`config.mk`:
```
export PLATFORM = sky130hd
export DESIGN_NAME = led_matrix_animation_sequencer
export DESIGN_NICKNAME = d
export VERILOG_FILES = /design/src/rtl/anim_seq_pkg.sv /design/src/rtl/led_matrix_animation_sequencer.sv
export SDC_FILE = /design/constraint.sdc
export NUM_CORES = 1
export LEC_CHECK = 0
export ABC_AREA = 1
export ABC_CLOCK_PERIOD_IN_PS = 5900
export BUFFER_PORTS_ARGS = -buffer_cell sky130_fd_sc_hd__buf_4
export CAP_MARGIN = 5
export CORE_ASPECT_RATIO = 1.25
export CORE_MARGIN = 2
export CORE_UTILIZATION = 40
export DETAILED_ROUTE_END_ITERATION = 16
export PLACE_DENSITY_LB_ADDON = 0.25
export SLEW_MARGIN = 20
export SYNTH_ARGS = -nofsm -noshare
export SYNTH_HDL_FRONTEND = slang
export SYNTH_SLANG_ARGS = --single-unit
```
`constraint.sdc`:
```
create_clock -name core_clk -period 5.9 [get_ports core_clk]
set_clock_uncertainty 0.15 [all_clocks]
set_input_delay 1.475 -clock core_clk [delete_from_list [all_inputs] [get_ports core_clk]]
set_output_delay 1.475 -clock core_clk [all_outputs]
set_load 0.05 [all_outputs]
```
`src/rtl/anim_seq_pkg.sv`:
```
/*
 * Constants for the LED matrix animation sequencer: register map, field
 * layout, reset values, timing figures and the playback state type.
 * Assumes a 10 MHz core clock and an 8-bit register write/read port.
 */
`default_nettype none
package anim_seq_pkg;
    // ==========================================================
    // Register map
    localparam logic [7:0] ANIMATION_MODE_ADDR = 8'h02;
    localparam logic [7:0] FRAME_TIMING_SCROLL_ADDR = 8'h03;
    localparam logic [7:0] DISPLAY_OPTIONS_ADDR = 8'h04;
    localparam logic [7:0] ANIMATION_MODE_RST = 8'h00;
    localparam logic [7:0] FRAME_TIMING_SCROLL_RST = 8'h00;
    localparam logic [7:0] DISPLAY_OPTIONS_RST = 8'h20;

    // ==========================================================
    // Field positions
    localparam int BLINK_OFF_BIT = 7;
    localparam int END_LAST_BIT = 6;
    localparam int LEN_MSB = 5;
    localparam int FADE_BIT = 7;
    localparam int DIR_BIT = 6;
    localparam int BLOCK_BIT = 5;
    localparam int SCROLL_BIT = 4;
    localparam int IVL_MSB = 3;
    localparam int LOOPS_MSB = 7;
    localparam int LOOPS_LSB = 5;
    localparam int BLINK_PER_BIT = 4;
    localparam int LIMIT_MSB = 3;

    localparam logic [2:0] LOOPS_ENDLESS = 3'h7;
    localparam logic [2:0] LOOPS_INVALID = 3'h0;
    localparam logic [5:0] MAX_FRAME_LEN = 6'h23;
    localparam logic [3:0] LAST_LINE = 4'hB;
    localparam int LINE_COUNT = 12;

    // ==========================================================
    // Timing
    localparam longint CLK_HZ = 10000000;
    localparam longint FRAME_UNIT_US = 32500;
    localparam longint FRAME_UNIT_CYC = FRAME_UNIT_US * CLK_HZ / 1000000;
    localparam longint BLINK_SHORT_MS = 1500;
    localparam longint BLINK_LONG_MS = 3000;
    localparam longint BLINK_SHORT_HALF_CYC = BLINK_SHORT_MS * CLK_HZ / 2000;
    localparam longint BLINK_LONG_HALF_CYC = BLINK_LONG_MS * CLK_HZ / 2000;
    localparam longint REFRESH_HZ = 430;
    localparam longint LINE_CYC = CLK_HZ / (REFRESH_HZ * LINE_COUNT);

    localparam int TICK_W = 19;
    localparam int BLINK_W = 25;
    localparam int LINE_CNT_W = 11;

    // ==========================================================
    // Playback state
    typedef enum logic [1:0] {
        ST_IDLE = 2'b00,
        ST_STILL = 2'b01,
        ST_PLAY = 2'b10,
        ST_HALT = 2'b11
    } play_state_t;
endpackage
`default_nettype wire

```
`src/rtl/led_matrix_animation_sequencer.sv`:
```
/*
 * Playback and scan control for a 12-line LED matrix: frame stepping,
 * loops, scroll and fade flags, global blink and the scan limit.
 * Assumes an upstream serial decoder delivering register writes and
 * reads as one-cycle strobes, plus the run/still requests and start frame.
 */
`timescale 1ns/1ps
`default_nettype none
module led_matrix_animation_sequencer #(
    parameter longint FRAME_UNIT_CYCLES = anim_seq_pkg::FRAME_UNIT_CYC,
    parameter longint BLINK_SHORT_HALF = anim_seq_pkg::BLINK_SHORT_HALF_CYC,
    parameter longint BLINK_LONG_HALF = anim_seq_pkg::BLINK_LONG_HALF_CYC
) (
    // Clock and reset
    input wire logic core_clk,
    input wire logic rst_b,
    // Register port
    input wire logic reg_wr,
    input wire logic reg_rd,
    input wire logic [7:0] reg_addr,
    input wire logic [7:0] reg_wdata,
    output logic [7:0] reg_rdata,
    // Requests from the picture and animation controls
    input wire logic run_req,
    input wire logic still_req,
    input wire logic [5:0] start_frame,
    input wire logic [5:0] still_frame,
    // Display control
    output logic [3:0] current_sink_line,
    output logic [5:0] frame_index,
    output logic frame_step,
    output logic playing,
    output logic showing,
    output logic blink_on,
    output logic blink_allowed,
    output logic fade_active,
    output logic scroll_active,
    output logic scroll_left,
    output logic scroll_block
);
    import anim_seq_pkg::*;

    // ==========================================================
    // Registers
    logic [7:0] mode_ff, nxt_mode;
    logic [7:0] timing_ff, nxt_timing;
    logic [7:0] option_ff, nxt_option;
    logic [7:0] rdata_ff, nxt_rdata;
    always_comb begin
        nxt_mode = mode_ff;
        nxt_timing = timing_ff;
        nxt_option = option_ff;
        nxt_rdata = rdata_ff;
        if (reg_wr) begin
            case (reg_addr)
                ANIMATION_MODE_ADDR: nxt_mode = reg_wdata;
                FRAME_TIMING_SCROLL_ADDR: nxt_timing = reg_wdata;
                DISPLAY_OPTIONS_ADDR: nxt_option = reg_wdata;
                default: nxt_mode = mode_ff;
            endcase
        end
        if (reg_rd) begin
            case (reg_addr)
                ANIMATION_MODE_ADDR: nxt_rdata = mode_ff;
                FRAME_TIMING_SCROLL_ADDR: nxt_rdata = timing_ff;
                DISPLAY_OPTIONS_ADDR: nxt_rdata = option_ff;
                default: nxt_rdata = 8'h00;
            endcase
        end
    end

    always_ff @(posedge core_clk) begin
        if (!rst_b) begin
            mode_ff <= ANIMATION_MODE_RST;
            timing_ff <= FRAME_TIMING_SCROLL_RST;
            option_ff <= DISPLAY_OPTIONS_RST;
            rdata_ff <= 8'h00;
        end else begin
            mode_ff <= nxt_mode;
            timing_ff <= nxt_timing;
            option_ff <= nxt_option;
            rdata_ff <= nxt_rdata;
        end
    end

    // ==========================================================
    // Field decode
    logic [5:0] len_f;
    logic [3:0] ivl_f;
    logic [2:0] loops_f;
    logic [3:0] limit_f;
    logic scroll_en;
    assign len_f = (mode_ff[LEN_MSB:0] > MAX_FRAME_LEN) ? MAX_FRAME_LEN : mode_ff[LEN_MSB:0];
    assign ivl_f = timing_ff[IVL_MSB:0];
    assign loops_f = option_ff[LOOPS_MSB:LOOPS_LSB];
    assign limit_f = (option_ff[LIMIT_MSB:0] > LAST_LINE) ? LAST_LINE : option_ff[LIMIT_MSB:0];
    assign scroll_en = timing_ff[SCROLL_BIT];

    // ==========================================================
    // Scan of current sink lines
    logic [LINE_CNT_W-1:0] line_cnt_ff, nxt_line_cnt;
    logic [3:0] line_ff, nxt_line;
    logic scan_wrap;
    always_comb begin
        nxt_line_cnt = line_cnt_ff + 1'b1;
        nxt_line = line_ff;
        scan_wrap = 1'b0;
        if (line_cnt_ff == LINE_CNT_W'(LINE_CYC - 1)) begin
            nxt_line_cnt = '0;
            if (line_ff >= limit_f) begin
                nxt_line = 4'h0;
                scan_wrap = 1'b1;
            end else begin
                nxt_line = line_ff + 1'b1;
            end
        end
    end

    always_ff @(posedge core_clk) begin
        if (!rst_b) begin
            line_cnt_ff <= '0;
            line_ff <= 4'h0;
        end else begin
            line_cnt_ff <= nxt_line_cnt;
            line_ff <= nxt_line;
        end
    end

    // ==========================================================
    // Frame playback
    play_state_t state_ff, nxt_state;
    logic [5:0] frame_ff, nxt_frame;
    logic [5:0] pos_ff, nxt_pos;
    logic [2:0] done_ff, nxt_done;
    logic [TICK_W-1:0] tick_ff, nxt_tick;
    logic [3:0] ivl_cnt_ff, nxt_ivl_cnt;
    logic step_ff, nxt_step;
    logic advance;
    logic tick_end;
    logic last_loop;
    assign tick_end = (tick_ff == TICK_W'(FRAME_UNIT_CYCLES - 1));
    assign last_loop = (loops_f != LOOPS_ENDLESS) &&
        ((loops_f == LOOPS_INVALID) || ({1'b0, done_ff} + 4'h1 >= {1'b0, loops_f}));
    always_comb begin
        nxt_state = state_ff;
        nxt_frame = frame_ff;
        nxt_pos = pos_ff;
        nxt_done = done_ff;
        nxt_tick = tick_end ? '0 : tick_ff + 1'b1;
        nxt_ivl_cnt = tick_end ? ivl_cnt_ff + 1'b1 : ivl_cnt_ff;
        nxt_step = 1'b0;
        advance = 1'b0;
        if (ivl_f == 4'h0) begin
            advance = scan_wrap;
        end else begin
            advance = tick_end && (ivl_cnt_ff + 1'b1 >= ivl_f);
        end
        case (state_ff)
            ST_PLAY: begin
                if (!run_req) begin
                    nxt_state = still_req ? ST_STILL : ST_IDLE;
                    nxt_frame = still_frame;
                end else if (advance) begin
                    nxt_tick = '0;
                    nxt_ivl_cnt = 4'h0;
                    nxt_step = 1'b1;
                    if (pos_ff >= len_f) begin
                        if (last_loop) begin
                            nxt_state = ST_HALT;
                            if (scroll_en && !mode_ff[END_LAST_BIT]) begin
                                nxt_frame = start_frame;
                            end else begin
                                nxt_step = 1'b0;
                            end
                        end else begin
                            nxt_frame = start_frame;
                            nxt_pos = 6'h00;
                            nxt_done = (loops_f == LOOPS_ENDLESS) ? done_ff : done_ff + 1'b1;
                        end
                    end else begin
                        nxt_frame = frame_ff + 1'b1;
                        nxt_pos = pos_ff + 1'b1;
                    end
                end
            end
            ST_HALT: begin
                if (!run_req) begin
                    nxt_state = still_req ? ST_STILL : ST_IDLE;
                    nxt_frame = still_frame;
                end
            end
            default: begin
                if (run_req) begin
                    nxt_state = ST_PLAY;
                    nxt_frame = start_frame;
                    nxt_pos = 6'h00;
                    nxt_done = 3'h0;
                    nxt_tick = '0;
                    nxt_ivl_cnt = 4'h0;
                    nxt_step = 1'b1;
                end else begin
                    nxt_state = still_req ? ST_STILL : ST_IDLE;
                    nxt_frame = still_frame;
                end
            end
        endcase
    end

    always_ff @(posedge core_clk) begin
        if (!rst_b) begin
            state_ff <= ST_IDLE;
            frame_ff <= 6'h00;
            pos_ff <= 6'h00;
            done_ff <= 3'h0;
            tick_ff <= '0;
            ivl_cnt_ff <= 4'h0;
            step_ff <= 1'b0;
        end else begin
            state_ff <= nxt_state;
            frame_ff <= nxt_frame;
            pos_ff <= nxt_pos;
            done_ff <= nxt_done;
            tick_ff <= nxt_tick;
            ivl_cnt_ff <= nxt_ivl_cnt;
            step_ff <= nxt_step;
        end
    end

    // ==========================================================
    // Blink timebase and display flags
    logic [BLINK_W-1:0] blink_cnt_ff, nxt_blink_cnt;
    logic blink_ph_ff, nxt_blink_ph;
    logic [BLINK_W-1:0] blink_half;
    logic [7:0] flags_ff, nxt_flags;
    assign blink_half = option_ff[BLINK_PER_BIT] ? BLINK_W'(BLINK_LONG_HALF - 1) : BLINK_W'(BLINK_SHORT_HALF - 1);
    always_comb begin
        nxt_blink_cnt = blink_cnt_ff + 1'b1;
        nxt_blink_ph = blink_ph_ff;
        if (blink_cnt_ff >= blink_half) begin
            nxt_blink_cnt = '0;
            nxt_blink_ph = !blink_ph_ff;
        end
        nxt_flags[0] = (nxt_state == ST_PLAY);
        nxt_flags[1] = (nxt_state != ST_IDLE);
        nxt_flags[2] = !mode_ff[BLINK_OFF_BIT];
        nxt_flags[3] = nxt_blink_ph && !mode_ff[BLINK_OFF_BIT];
        nxt_flags[4] = timing_ff[FADE_BIT] && !timing_ff[BLOCK_BIT];
        nxt_flags[5] = scroll_en && (nxt_state == ST_PLAY);
        nxt_flags[6] = timing_ff[DIR_BIT];
        nxt_flags[7] = timing_ff[BLOCK_BIT];
    end

    always_ff @(posedge core_clk) begin
        if (!rst_b) begin
            blink_cnt_ff <= '0;
            blink_ph_ff <= 1'b0;
            flags_ff <= 8'h00;
        end else begin
            blink_cnt_ff <= nxt_blink_cnt;
            blink_ph_ff <= nxt_blink_ph;
            flags_ff <= nxt_flags;
        end
    end

    // ==========================================================
    // Outputs
    assign reg_rdata = rdata_ff;
    assign current_sink_line = line_ff;
    assign frame_index = frame_ff;
    assign frame_step = step_ff;
    assign playing = flags_ff[0];
    assign showing = flags_ff[1];
    assign blink_allowed = flags_ff[2];
    assign blink_on = flags_ff[3];
    assign fade_active = flags_ff[4];
    assign scroll_active = flags_ff[5];
    assign scroll_left = flags_ff[6];
    assign scroll_block = flags_ff[7];
endmodule
`default_nettype wire

```
### Yosys cells after proc, flatten, opt, wreduce, memory -nomap -nowiden

Cells that the tools add are included.

| cells by class | value |
|---|---|
| equality and inequality tests | 18 |
| add/subtract/negate cells | 9 |
| reduce and logical (&&, ||, !) cells | 22 |
| $lt $le $gt $ge | 7 |
| multiplexer cells | 55 |
| bitwise logic cells | 2 |

Operators with widths:

| operator | count |
|---|---|
| $mux 6 | 13 |
| $mux 19 | 4 |
| $pmux 19 s2 | 1 |
| $add 25x1->25 const B | 1 |
| $ge 25x24->1 | 1 |
| $mux 24 | 1 |
| $mux 4 | 6 |
| $pmux 6 s2 | 2 |
| $pmux 8 s3 | 1 |
| $add 19x1->19 const B | 1 |
| $eq 19x19->1 const B | 1 |
| $mux 3 | 6 |
| $eq 8x2->1 const B | 2 |
| $add 6x1->6 const B | 2 |
| $mux 2 | 6 |
| $add 11x1->11 const B | 1 |
| $eq 11x11->1 const B | 1 |
| $mux 1 | 11 |
| $ne 2x2->1 const B | 5 |
| $ne 3x3->1 const B | 3 |
| $add 4x1->4 const B | 2 |
| $eq 8x3->1 const B | 1 |
| $ge 4x4->1 | 2 |
| $pmux 4 s2 | 1 |
| 24 further kinds | 38 |

| word-level totals | value |
|---|---|
| bits of input ports | 34 |
| output and inout port bits | 27 |
| logic and storage cells | 129 |
| register bits | 122 |

### Depth between registers and ports, before layout

| depth | value |
|---|---|
| depth after elaboration | 11 |
| mapped depth | 16 |

### Worst setup path before layout

Ideal clock, no wire load.

| path | value |
|---|---|
| kind | input -> register |
| start point | input port reg_addr[7] |
| end point | register timing_ff[6] |
| data arrival time | 2552 ps |
| stages on the path | 9 |
| buffers on the path | 1 |
| path slack | 3079 ps |
| library setup time | 119 ps |
| cell sequence | nor2_1 nand2_1 inv_1 nand4_2 nor2_1 inv_1 buf_2 o21ai_0 a21oi_1 |

| between the ends | value |
|---|---|
| longest elaborated chain between the ends | 2 |

RTL lines:

| what | line | source |
|---|---|---|
| from (decl) | led_matrix_animation_sequencer.sv:20 | `input wire logic [7:0] reg_addr,` |
| $eq 8x2->1 | led_matrix_animation_sequencer.sv:55 | `case (reg_addr)` |
| $reduce_and 2->1 (no source line) | n/a |  |
| to (signal assigned) | led_matrix_animation_sequencer.sv:80 | `timing_ff <= nxt_timing;` |
| to (decl) | led_matrix_animation_sequencer.sv:46 | `logic [7:0] timing_ff, nxt_timing;` |

Every way passes these cells.
A chain may end at the register's enable or synchronous reset.

### Final worst setup path

| path | value |
|---|---|
| start point | register mode_ff[3] |
| end point | register frame_ff[2], in the netlist frame_index[2] |

| between the ends | value |
|---|---|
| longest elaborated chain between the ends | 7 |

RTL lines:

| what | line | source |
|---|---|---|
| from (decl) | led_matrix_animation_sequencer.sv:45 | `logic [7:0] mode_ff, nxt_mode;` |
| from (signal assigned) | led_matrix_animation_sequencer.sv:79 | `mode_ff <= nxt_mode;` |
| $gt 6x6->1 | led_matrix_animation_sequencer.sv:93 | `assign len_f = (mode_ff[LEN_MSB:0] > MAX_FRAME_LEN) ? MAX_FRAME_LEN : mode_ff[LEN_MSB:0];` |
| $mux 6 (*) | led_matrix_animation_sequencer.sv:93 |  |
| $ge 6x6->1 (*) | led_matrix_animation_sequencer.sv:167 | `if (pos_ff >= len_f) begin` |
| $mux 6 | led_matrix_animation_sequencer.sv:167 |  |
| $mux 6 | led_matrix_animation_sequencer.sv:163 | `end else if (advance) begin` |
| $mux 6 | led_matrix_animation_sequencer.sv:160 | `if (!run_req) begin` |
| $pmux 6 s2 | led_matrix_animation_sequencer.sv:158 | `case (state_ff)` |
| to (signal assigned) | led_matrix_animation_sequencer.sv:220 | `frame_ff <= nxt_frame;` |
| to (decl) | led_matrix_animation_sequencer.sv:132 | `logic [5:0] frame_ff, nxt_frame;` |

Mark *: on every way between the ends. The rest lies on a longest branch, timed or not. The select of a mux whose other input is x is not followed.

==> reports/qor.csv <==
metric,value,unit
I/O pin count,61,
met3 global-route usage,3.98,%
met1 usage,21.7,%
all-layer global routing usage,18.8,%
Hold Path Class,reg2reg,
Final GP Congestion,0.862,
unrepaired setup endpoints after global routing,false,
pin count of the biggest net entering global routing,41,
First-pass DRT Iterations,5,
number of distinct standard cells referenced by the synthesized netlist,49,
Tot Pwr,2100,uW
fin crit period,3150,ps
VDD IR max,0.000184,V
Port Buf Inserts,60,
cell taking the most area after synthesis,dfxtp_1,
sequential element share of the synthesized area,36.1,%
count of warnings emitted by yosys,0,
outcome,completed,
TritonCTS clock tree,yes,
initial core utilization,40.5,%
area of the placeable core,0.0167,mm^2
FILL cells,1748,
startpoint type of the worst setup path,flip-flop,
"Arr. time, crit path",3310,ps
largest driver fanout on the critical path,12,
Final Net Count,1094,
number of instances resized during post-cts repair,0,
vias after detailed routing,6044,
maximum clock insertion buffer count,2,
Worst Reg2Reg Path Length in Cells,15,
number of sinks driven by the clock tree,122,
"Clk Latency, worst-skew pair",420,ps
Min Hold Slack,291,ps
most used standard cell by instance count after synthesis,nand2_1,
"logic depth of the worst path, buffers included",15,
initial detailed-routing violation count,376,
total CTS buffers,17,
worst path required time,6060,ps
Synth-to-Final Area Change,18.1,%
number of flops mapped to enable cells by yosys,0,
Highest Clock Rate,317,MHz
post-synth top area share,36.1,%
Post-synth ARST share,0,%
post-synthesis cell area,0.00676,mm^2
critical path capture point type,flip-flop,
worst path setup slack after routing,2750,ps
Post-Route Utilization,47.8,%
startpoint-to-endpoint class of the critical path,reg2reg,
most instantiated cells after synthesis,"210 x nand2_1, 157 x nor2_1, 125 x inv_1, 122 x dfxtp_1, 59 x a21oi_1",
number of synthesized register bits,122,
number of max-capacitance violations reported,0,
worst slew margin relative to its limit,46.0,%
peak-usage layer in the global routing report,met2,
vertical die dimension,149,um
top area cells in the synthesized netlist,"dfxtp_1 36%, nand2_1 12%, nor2_1 8.7%",
Final Max Slew Viols,0,
setup bufs post-CTS,0,
first-pass GRT wire length,26900,um
Placement Setup Slack,2420,ps
ordered list of cells on the worst path,o31ai_1 -> nand2_1 -> ha_1 -> nand2_1 -> nand2_1 -> nand2_1 -> nand2_1 -> a21oi_1 -> nor2_1 -> nand3_1 -> nand2_1 -> nor2_1 -> nand2_1 -> nand2_1 -> nor2_1,
via count of the first global-routing pass,5738,
Die Area,0.0180,mm^2
maximum level of the CTS H-tree,4,
final-layout setup total negative slack,0,ps
Avg Synthesized Cell Area,7.01,um^2
cell type with the highest occurrence count on the critical path,nand2_1,
synthesized netlist cell count,965,
Slew @ Worst Pin,807,ps
total count of hold-check failures in the final report,0,
slowest cell on the critical path,nor2_1,
fraction of layout cells with a size suffix above 1,12.6,%
ratio of routed vias to standard cells,4.80,
clock transition at the registers of the reported paths,60,ps
buffer and inverter count on the worst path,0,
total routed wirelength,16100,um
Cell Pwr Density,263,mW/mm^2
post-route fraction of the period consumed by the critical path,53.4,%
routed length per placed instance,12.8,um
initial antenna violation count,0,
delay of the slowest cell on the worst path,600,ps
count of antenna diodes in the layout,0,
Leak Pwr,0.00349,uW
DRC errors left,0,
number of cells traversed by the worst hold path,2,
count of hold-fix buffers inserted at cts,0,
most used flip-flop cell after synthesis,dfxtp_1,
CTS Root Buffer Type,clkbuf_16,
HPWL after detailed placement,12300,um
met2 track utilization from global routing,33.4,%
Detail Route Antenna Nets,0,
cell family contributing the most delay on the critical path,simple AND/OR/NAND/NOR gates,
remaining global-route overflow,0,
Chip Width,120,um
final setup violation count,0,
number of placement rows,53,
syn nets,1034,
cell type report:
cell class	instances	area, um^2	area share, %
Sequential cell	122	2440	30.6
Tap cell	220	275	3.45
Timing Repair Buffer	60	450	5.64
Clock inverter	11	119	1.49
Inverter	131	492	6.16
Clock buffer	21	480	6.02
Multi-Input combinational cell	693	3720	46.6
per-stage QoR:
| stage | instance area [um^2] | std cells |
|---|---|---|
| finish | 7980 | 1258 |
| CTS | 7980 | 1258 |
| floorplan | 6760 | 965 |
| global placement | 7380 | 1226 |
| global route | 7980 | 1258 |
| detailed placement | 7380 | 1226 |
flip-flops by register name, indices dropped and copies added, names as in the netlist, 3 cells and up:
name,flops
blink_cnt_ff,25
line_cnt_ff,11
option_ff,8
mode_ff,8
ivl_cnt_ff,4
tick_ff,19
frame_index,6
pos_ff,6
timing_ff,8
done_ff,3
current_sink_line,4
flags_ff,8
reg_rdata,8
worst register-to-register path, delay by kind of cell, from the launching register on:
family / cells / cell delay [ps]
simple gates: 12 / 1420
compound gates: 2 / 820
flops: 1 / 340
fa+ha+maj: 1 / 310
final timing paths:
path	start	endpoint	slack, ps
hold reg to reg	timing_ff[6]	flags_ff[6]	290
setup / recovery	mode_ff[3]	frame_index[2]	2750
hold / removal	timing_ff[6]	flags_ff[6]	290
setup reg to reg	mode_ff[3]	frame_index[2]	2750
cells by family (layout without fill, tap and decap cells):
| kind of cell | after synthesis | after routing | share of synthesized area, % |
|---|---|---|---|
| flops | 122 | 122 | 36.1 |
| xor+xnor | 42 | 42 | 5.44 |
| fa+ha+maj | 35 | 35 | 6.48 |
| mux | 3 | 3 | 0.444 |
| compound gates | 118 | 118 | 9.49 |
| simple gates | 495 | 495 | 33.2 |
| buf+inv | 150 | 223 | 8.81 |
per-layer routing:
metal	up-vias	wire (um)
met2	73	8240
met3	29	467
li1	3226	-
met4	0	358
met1	2716	7050
met5	-	0
where the power goes:
group          total [uW]  internal (uW)  switching (uW)
Combinational         197           68.9             128
Clock                1040            663             382
Sequential            859            841            18.2
Total                2100           1570             528
cells in the final DEF, fill, tap and decap left out, types with 4 or more instances in the layout:
master / count
nor3_1: 19
xnor2_1: 10
clkinv_2: 4
clkbuf_8: 4
inv_2: 5
nand4_1: 20
nor3b_1: 4
inv_1: 125
o211ai_1: 4
buf_4: 60
xor2_1: 32
nor4_1: 4
o21ai_0: 40
nand3_2: 5
nand2_2: 4
a21oi_1: 59
ha_1: 35
clkinvlp_4: 4
o221ai_1: 4
clkbuf_16: 17
nor2_1: 157
nor2_4: 5
nand3_1: 47
dfxtp_1: 122
nor2_2: 5
nand2_1: 210
Power figures use the tool's default switching activity.
